### src/rtl/gpio_key_pkg.sv
// Constants for the GPIO port block with keyboard wakeup.
// Assumes a 32-bit APB slave with one aligned word per register.
package gpio_key_pkg;
   // Register indices as printed; byte address is index times four
   localparam logic [7:0] IDX_PORT_A_DATA = 8'h00;
   localparam logic [7:0] IDX_PORT_B_DATA = 8'h01;
   localparam logic [7:0] IDX_PORT_C_DATA = 8'h02;
   localparam logic [7:0] IDX_INPUT_PORT_DATA = 8'h03;
   localparam logic [7:0] IDX_PORT_A_DIR = 8'h04;
   localparam logic [7:0] IDX_PORT_B_DIR = 8'h05;
   localparam logic [7:0] IDX_PORT_C_DIR = 8'h06;
   localparam logic [7:0] IDX_FUNC_SEL = 8'h07;
   localparam logic [7:0] IDX_DISP_KEY_CTRL = 8'h1E;
   localparam logic [7:0] IDX_KEY_MASK = 8'h20;
   localparam int ADDR_W = 10;
   // Display/keyboard control fields
   localparam int STATUS_FLAG_BIT = 7;
   localparam int KEY_ENABLE_BIT = 6;
   // Function select bit with no alternate function
   localparam int NO_ALT_BIT = 3;
   localparam logic [7:0] FUNC_SEL_WMASK = 8'hF7;
   // Reset values
   localparam logic [7:0] DIR_RESET = 8'h00;
   localparam logic [7:0] FUNC_SEL_RESET = 8'h00;
   localparam logic [7:0] DISP_KEY_RESET = 8'h00;
   localparam logic [7:0] KEY_MASK_RESET = 8'h00;
   localparam logic [7:0] SAMPLE_RESET = 8'hFF;
endpackage

### src/rtl/gpio_bidir_port.sv
// One 8-bit bidirectional port: output latch, direction and pin drive.
// Assumes pin inputs synchronous to clk; latch is not reset by design.
`timescale 1ns/1ps
`default_nettype none
module gpio_bidir_port
   import gpio_key_pkg::*;
(
   // Clock and reset
   input wire logic clk,
   input wire logic resetn,
   // Register writes
   input wire logic wrData,
   input wire logic wrDir,
   input wire logic [7:0] wdata,
   // Forced inputs
   input wire logic [7:0] forceIn,
   // Pins
   input wire logic [7:0] pinIn,
   output logic [7:0] pinOut,
   output logic [7:0] pinOe,
   // State
   output logic [7:0] readVal,
   output logic [7:0] dirVal,
   output logic [7:0] pinSample
);
   logic [7:0] latch_ff;
   logic [7:0] dir_ff;
   logic [7:0] pinOut_ff;
   logic [7:0] pinOe_ff;
   logic [7:0] sample_ff;
   logic [7:0] nxt_oe;

   // Output latch, untouched by reset
   always_ff @(posedge clk) begin
      if (wrData) begin
         latch_ff <= wdata;
      end
   end

   always_ff @(posedge clk or negedge resetn) begin
      if (!resetn) begin
         dir_ff <= DIR_RESET;
      end else if (wrDir) begin
         dir_ff <= wdata;
      end
   end

   assign nxt_oe = dir_ff & ~forceIn;

   always_ff @(posedge clk or negedge resetn) begin
      if (!resetn) begin
         pinOe_ff <= DIR_RESET;
         pinOut_ff <= 8'h00;
         sample_ff <= SAMPLE_RESET;
      end else begin
         pinOe_ff <= nxt_oe;
         pinOut_ff <= latch_ff;
         sample_ff <= pinIn;
      end
   end

   assign pinOut = pinOut_ff;
   assign pinOe = pinOe_ff;
   assign dirVal = dir_ff;
   assign pinSample = sample_ff;
   assign readVal = (nxt_oe & latch_ff) | (~nxt_oe & sample_ff);
endmodule // gpio_bidir_port
`default_nettype wire

### src/rtl/gpio_ports_with_key_wakeup.sv
// Three bidirectional ports, one input-only port, keyboard wakeup logic.
// Assumes an APB master on clk; pins synchronous to clk.
`timescale 1ns/1ps
`default_nettype none
module gpio_ports_with_key_wakeup
   import gpio_key_pkg::*;
(
   // Clock and reset
   input wire logic clk,
   input wire logic resetn,
   // APB slave
   input wire logic psel,
   input wire logic penable,
   input wire logic pwrite,
   input wire logic [ADDR_W-1:0] paddr,
   input wire logic [31:0] pwdata,
   input wire logic [3:0] pstrb,
   output logic [31:0] prdata,
   output logic pready,
   output logic pslverr,
   // Port A pins
   input wire logic [7:0] portAIn,
   output logic [7:0] portAOut,
   output logic [7:0] portAOe,
   // Port B pins
   input wire logic [7:0] portBIn,
   output logic [7:0] portBOut,
   output logic [7:0] portBOe,
   // Port C pins with keyboard
   input wire logic [7:0] portCIn,
   output logic [7:0] portCOut,
   output logic [7:0] portCOe,
   output logic [7:0] portCPullup,
   // Input-only port
   input wire logic [7:0] inputPortIn,
   output logic [7:0] altFuncSel,
   // Display control bits to the display subsystem
   output logic [5:0] displayCtrl,
   // Core interface
   input wire logic globalIntMask,
   input wire logic externalIrq,
   output logic sharedIrqReq,
   output logic wakeReq
);
   // ****************************************
   // APB decode
   // ****************************************
   logic access;
   logic wrEn;
   logic [7:0] idx;
   logic hit;
   logic [7:0] wbyte;

   assign access = psel && penable;
   assign idx = paddr[ADDR_W-1:2];
   assign wrEn = access && pwrite && pstrb[0] && (paddr[1:0] == 2'b00);
   assign wbyte = pwdata[7:0];

   // ****************************************
   // Register write strobes
   // ****************************************
   logic wrDataA;
   logic wrDirA;
   logic wrDataB;
   logic wrDirB;
   logic wrDataC;
   logic wrDirC;
   logic wrFuncSel;
   logic wrKeyMask;
   logic wrCtrl;

   assign wrDataA = wrEn && (idx == IDX_PORT_A_DATA);
   assign wrDirA = wrEn && (idx == IDX_PORT_A_DIR);
   assign wrDataB = wrEn && (idx == IDX_PORT_B_DATA);
   assign wrDirB = wrEn && (idx == IDX_PORT_B_DIR);
   assign wrDataC = wrEn && (idx == IDX_PORT_C_DATA);
   assign wrDirC = wrEn && (idx == IDX_PORT_C_DIR);
   assign wrFuncSel = wrEn && (idx == IDX_FUNC_SEL);
   assign wrKeyMask = wrEn && (idx == IDX_KEY_MASK);
   assign wrCtrl = wrEn && (idx == IDX_DISP_KEY_CTRL);

   always_comb begin
      hit = 1'b1;
      unique case (idx)
         IDX_PORT_A_DATA, IDX_PORT_B_DATA, IDX_PORT_C_DATA, IDX_INPUT_PORT_DATA,
         IDX_PORT_A_DIR, IDX_PORT_B_DIR, IDX_PORT_C_DIR, IDX_FUNC_SEL,
         IDX_DISP_KEY_CTRL, IDX_KEY_MASK: hit = 1'b1;
         default: hit = 1'b0;
      endcase
   end

   // ****************************************
   // Keyboard control state
   // ****************************************
   logic [7:0] ctrl_ff;
   logic [7:0] keyMask_ff;
   logic [7:0] funcSel_ff;
   logic keyEnable;
   logic [7:0] forceC;
   logic [7:0] zeroForce;

   assign keyEnable = ctrl_ff[KEY_ENABLE_BIT];
   assign forceC = keyEnable ? keyMask_ff : 8'h00;
   assign zeroForce = 8'h00;

   // ****************************************
   // Bidirectional ports
   // ****************************************
   logic [7:0] rdA, rdB, rdC, dirA, dirB, dirC, sampC;

   gpio_bidir_port u_port_a (
      .clk(clk),
      .resetn(resetn),
      .wrData(wrDataA),
      .wrDir(wrDirA),
      .wdata(wbyte),
      .forceIn(zeroForce),
      .pinIn(portAIn),
      .pinOut(portAOut),
      .pinOe(portAOe),
      .readVal(rdA),
      .dirVal(dirA),
      .pinSample()
   );

   gpio_bidir_port u_port_b (
      .clk(clk),
      .resetn(resetn),
      .wrData(wrDataB),
      .wrDir(wrDirB),
      .wdata(wbyte),
      .forceIn(zeroForce),
      .pinIn(portBIn),
      .pinOut(portBOut),
      .pinOe(portBOe),
      .readVal(rdB),
      .dirVal(dirB),
      .pinSample()
   );

   gpio_bidir_port u_port_c (
      .clk(clk),
      .resetn(resetn),
      .wrData(wrDataC),
      .wrDir(wrDirC),
      .wdata(wbyte),
      .forceIn(forceC),
      .pinIn(portCIn),
      .pinOut(portCOut),
      .pinOe(portCOe),
      .readVal(rdC),
      .dirVal(dirC),
      .pinSample(sampC)
   );

   // ****************************************
   // Pull-ups follow the effective direction
   // ****************************************
   logic [7:0] pullup_ff;

   always_ff @(posedge clk or negedge resetn) begin
      if (!resetn) begin
         pullup_ff <= 8'hFF;
      end else begin
         pullup_ff <= ~(dirC & ~forceC);
      end
   end

   assign portCPullup = pullup_ff;

   // ****************************************
   // Input-only port and function select
   // ****************************************
   logic [7:0] inSample_ff;

   always_ff @(posedge clk or negedge resetn) begin
      if (!resetn) begin
         funcSel_ff <= FUNC_SEL_RESET;
      end else if (wrFuncSel) begin
         funcSel_ff <= wbyte & FUNC_SEL_WMASK;
      end
   end

   always_ff @(posedge clk or negedge resetn) begin
      if (!resetn) begin
         inSample_ff <= 8'h00;
      end else begin
         inSample_ff <= inputPortIn;
      end
   end

   assign altFuncSel = funcSel_ff;

   // ****************************************
   // Keyboard mask and control register
   // ****************************************
   logic [7:0] prevC_ff;
   logic keyEdge;

   always_ff @(posedge clk or negedge resetn) begin
      if (!resetn) begin
         prevC_ff <= SAMPLE_RESET;
      end else begin
         prevC_ff <= sampC;
      end
   end

   // Falling edge on an armed pin
   assign keyEdge = keyEnable && |(keyMask_ff & prevC_ff & ~sampC);

   always_ff @(posedge clk or negedge resetn) begin
      if (!resetn) begin
         keyMask_ff <= KEY_MASK_RESET;
      end else if (wrKeyMask) begin
         keyMask_ff <= wbyte;
      end
   end

   always_ff @(posedge clk or negedge resetn) begin
      if (!resetn) begin
         ctrl_ff <= DISP_KEY_RESET;
      end else begin
         if (wrCtrl) begin
            ctrl_ff[6:0] <= wbyte[6:0];
            // Flag clears on written zero only
            if (!wbyte[STATUS_FLAG_BIT]) begin
               ctrl_ff[STATUS_FLAG_BIT] <= 1'b0;
            end
         end
         // Set wins over a simultaneous clear
         if (keyEdge) begin
            ctrl_ff[STATUS_FLAG_BIT] <= 1'b1;
         end
      end
   end

   assign displayCtrl = ctrl_ff[5:0];

   // ****************************************
   // Interrupt request and wakeup
   // ****************************************
   logic keyReq;
   logic irq_ff;
   logic wake_ff;

   assign keyReq = ctrl_ff[STATUS_FLAG_BIT] && keyEnable;

   always_ff @(posedge clk or negedge resetn) begin
      if (!resetn) begin
         irq_ff <= 1'b0;
         wake_ff <= 1'b0;
      end else begin
         irq_ff <= (keyReq || externalIrq) && !globalIntMask;
         wake_ff <= keyReq || externalIrq;
      end
   end

   assign sharedIrqReq = irq_ff;
   assign wakeReq = wake_ff;

   // ****************************************
   // Read data and response
   // ****************************************
   logic [7:0] rbyte;
   logic [31:0] prdata_ff;
   logic pready_ff;
   logic pslverr_ff;

   always_comb begin
      rbyte = 8'h00;
      unique case (idx)
         IDX_PORT_A_DATA: rbyte = rdA;
         IDX_PORT_B_DATA: rbyte = rdB;
         IDX_PORT_C_DATA: rbyte = rdC;
         IDX_INPUT_PORT_DATA: rbyte = inSample_ff;
         IDX_PORT_A_DIR: rbyte = dirA;
         IDX_PORT_B_DIR: rbyte = dirB;
         IDX_PORT_C_DIR: rbyte = dirC;
         IDX_FUNC_SEL: rbyte = funcSel_ff;
         IDX_DISP_KEY_CTRL: rbyte = ctrl_ff;
         IDX_KEY_MASK: rbyte = keyMask_ff;
         default: rbyte = 8'h00;
      endcase
   end

   // No wait state: answer in first access cycle
   always_ff @(posedge clk or negedge resetn) begin
      if (!resetn) begin
         pready_ff <= 1'b0;
         pslverr_ff <= 1'b0;
         prdata_ff <= 32'h00000000;
      end else begin
         pready_ff <= psel && !penable;
         pslverr_ff <= psel && !penable && !hit;
         prdata_ff <= {24'h000000, rbyte};
      end
   end

   // Write effect gated to the completing edge
   assign pready = pready_ff;
   assign pslverr = pslverr_ff;
   assign prdata = prdata_ff;
endmodule // gpio_ports_with_key_wakeup
`default_nettype wire

### config.mk
export PLATFORM = sky130hd
export DESIGN_NAME = gpio_ports_with_key_wakeup
export DESIGN_NICKNAME = d
export VERILOG_FILES = /design/src/rtl/gpio_key_pkg.sv /design/src/rtl/gpio_bidir_port.sv /design/src/rtl/gpio_ports_with_key_wakeup.sv
export SDC_FILE = /design/constraint.sdc
export NUM_CORES = 1
export LEC_CHECK = 0
export BUFFER_PORTS_ARGS = -buffer_cell sky130_fd_sc_hd__buf_4
export CAP_MARGIN = 20
export CELL_PAD_IN_SITES_DETAIL_PLACEMENT = 0
export CELL_PAD_IN_SITES_GLOBAL_PLACEMENT = 1
export CORE_MARGIN = 5
export CORE_UTILIZATION = 25
export CTS_BUF_LIST = sky130_fd_sc_hd__clkbuf_16
export CTS_CLUSTER_DIAMETER = 30
export DETAILED_ROUTE_END_ITERATION = 10
export HOLD_SLACK_MARGIN = 0.02
export MAX_ROUTING_LAYER = met4
export PLACE_DENSITY = 0.51
export REMOVE_ABC_BUFFERS = 1
export SLEW_MARGIN = 5
export SYNTH_ARGS = -nofsm -noshare
export SYNTH_HDL_FRONTEND = slang
export SYNTH_SLANG_ARGS = --single-unit
### constraint.sdc
create_clock -name clk -period 1.71 [get_ports clk]
set_clock_uncertainty 0.15 [all_clocks]
set_input_delay 0.2565 -clock clk [delete_from_list [all_inputs] [get_ports clk]]
set_output_delay 0.2565 -clock clk [all_outputs]
set_load 0.02 [all_outputs]
==> reports/results.ini <==
[sta]
period_minus_slack_ns=1.76
setup_ws_ns=-0.0539
fin_setup_tns_ns=-0.0968
post-route-period-util_pct=103
hold_violations=0
setup_viol=3
fmaxAchievable_ghz=0.567
slew_violations=0
rsz0062_at_grt=yes
hold_slack_ns=0.139

[floorplanning]
die_w_microns=177
die_area_sq_mm=0.0314
dieHeight_microns=177
num_rows=61
core_sq_mm=0.0277
initial_core_util_pct=25.2
num_io_pins=191

[place]
dp.cells=1036
routabilityCongestion=0.831
placement.cell_area_sq_mm=0.00899
pre_cts_ws_ns=-0.529
hpwl_microns=16300
numPortBuffers=138

[power]
seq_power_share_pct=49.6
leakage_nw=4.72
p_sw_mw=2.08
vdd_drop_max_mv=0.617
clockPowerShare_pct=43.4
powerDensity_mw_per_mm2=871
p_int_mw=6.86
p_sw_share_pct=23.3
combPwrFrac_pct=7.0

[routing]
wirelength_microns=21800
viasPerCell=4.18
avgRoutedWirePerCell_microns=19.4
num_vias=4704
ant_nets=0
drc_errors=0
first_iter_violations=183
drt_pass1_iterations=4

[critical_path]
cp-end-kind=flop
path_cells=a21boi_4 -> mux2_4 -> a22oi_2 -> o2111ai_2
path_buf_inv=0
worstSetupPathType=flop to flop
crit_path_max_fanout=7
start_kind=flop
critPathMaxStageDelay_ns=0.53
cp_top_family=compound AO/OA/AOI/OAI gates
reg2reg_slack_ns=-0.05
cp.arrival_ns=1.88
cp.required_ns=1.83
slowest_stage=dfrtp_2

[synthesis]
yosys_most_used_dff=dfrtp_1
syn_inst=456
yosys_warnings=0
avgSynthCellArea_sq_um=15.3
syn_area_sq_mm=0.00699
ys_seq_area_share_pct=66.5
synth_edf_count=24
synth_cell_types=62
async_flop_share_pct=86.6
ys_ff_latch=179

[clocking]
clk_latency_ns=0.43
cts_sinks=179
clk_path_buf_depth=2
path_clk_slew_ns=0.07
root_buffer=clkbuf_16
cts_buffers=17
cts_tree=built
h-tree-depth=4

[cells_and_area]
finalNonFillerCells=1125
multiInputGateArea_sq_mm=0.00221
layout-drive-gt1-share_pct=54.4
regArea_sq_mm=0.00465
fillers=2729
area_delta_synth_final_pct=46.8
post-route-cell-area_sq_mm=0.0103
layout.nets=817

[outcome]
run_status=finished with violations
failed_checks=negative setup slack

[global_routing]
grt_pass1_wl_microns=32200
antenna_found_initial=3
grt_start_max_net_pins=46
grt-ovfl-total=0
first_global_vias=5073
grtUsageTotal_pct=14.5

[run]
drv_cap=0

[hold_path]
min_path_type=input pin to flop

cell usage after synthesis (all sizes together), types with 3 or more instances:
library cell / n / share of area (%)
or3b: 5 / 0.63
o211ai: 4 / 0.43
nand2: 22 / 2.0
nand3b: 9 / 0.97
nor3: 3 / 0.21
clkbuf: 8 / 0.43
mux2: 56 / 10
a21boi: 8 / 0.86
and2: 4 / 0.36
dfstp: 40 / 15
a22oi: 9 / 0.97
o2111ai: 3 / 0.38
buf: 41 / 4.2
inv: 10 / 0.54
o2bb2ai: 5 / 0.63
o21ai: 13 / 0.93
nor4b: 3 / 0.90
a21oi: 7 / 0.50
nor2: 8 / 0.43
mux2i: 14 / 2.0
edfxtp: 24 / 10
dfrtp: 115 / 41
final cells by class:
| class | instances | area share (%) |
|---|---|---|
| tap | 378 | 4.61 |
| inverter | 10 | 0.366 |
| sequential | 179 | 45.4 |
| clock buffer | 17 | 4.15 |
| timing repair buffer | 282 | 22.4 |
| antenna | 2 | 0.0488 |
| clock inverter | 15 | 1.52 |
| multi-input combinational | 242 | 21.5 |
final timing paths:
kind,startpoint,end,cells past startpoint
hold reg to reg,u_port_a.latch_ff[7],u_port_a.pinOut[7],0
setup / recovery,ctrl_ff[6],prdata[7],4
setup reg to reg,ctrl_ff[6],prdata[7],4
min in group asynchronous,resetn,u_port_a.pinOe[0],2
hold / removal,psel,pslverr,3
max in group asynchronous,resetn,u_port_c.pinSample[3],3
power by group through the flow:
stage | Clock, mW | Combinational (mW) | Sequential (mW)
after floorplan | 0 | 0.136 | 4.51
after global placement | 0 | 0.532 | 4.51
after detailed placement | 0 | 0.539 | 4.51
after CTS | 4.01 | 0.631 | 4.43
after global routing | 4.17 | 0.686 | 4.43
final | 3.88 | 0.628 | 4.43
timing repair:
action                                 in CTS  in global routing
cloned                                      0                  0
hold buffers                               45                  0
endpoints found under the hold margin     221                  0
setup endpoints to repair                  17                 31
resized for setup                          29                 14
pin swaps                                  10                  9
buffers inserted                            7                  4
layer usage:
metal / GRT usage, % / wire length, microns
met5: - / 0
met4: 4.45 / 406
met3: 3.78 / 1080
met2: 22.6 / 10700
met1: 18.6 / 9650
stage by stage:
stage          power [mW]  util, %
2_1_floorplan        4.64        -
3_3_place_gp         5.04     32.5
3_5_place_dp         5.05     32.5
4_1_cts              9.07     36.6
5_1_grt              9.29     37.0
6_report             8.94     37.0
kinds of logic (layout without fill, tap and decap cells):
| logic type | Yosys count | after routing | share of synthesized area (%) |
|---|---|---|---|
| other | 1 | 27 | 0.0537 |
| AO/OA/AOI/OAI | 69 | 69 | 7.04 |
| buffers and inverters | 59 | 324 | 5.17 |
| multiplexers | 72 | 72 | 13.0 |
| AND/OR/NAND/NOR | 76 | 76 | 8.25 |
| flip-flops | 179 | 179 | 66.5 |
worst reg2reg max path, delay by kind of cell, from the launching register on:
family	cells	cell delay [ns]
muxes	1	0.32
DFF	1	0.53
AOI/OAI and AO/OA	3	0.61
placed cells by master (no fill, tap or decap), types with 4 or more instances in the layout:
master           n
mux2i_1         14
nand3b_1         9
o2bb2ai_1        5
dfstp_2         40
a22oi_2          4
buf_4          230
inv_1           10
clkbuf_16       17
and2_1           4
nand2_1         16
or3b_2           4
a22oi_1          5
mux2_4          28
buf_12           5
a21boi_2         5
dlygate4sd3_1   45
conb_1          25
mux2_2          28
edfxtp_1        24
o211ai_1         4
a21oi_1          6
o21ai_0         12
nor2_1           7
dfrtp_1        112
Note: power is estimated with default switching activity, not from simulation.
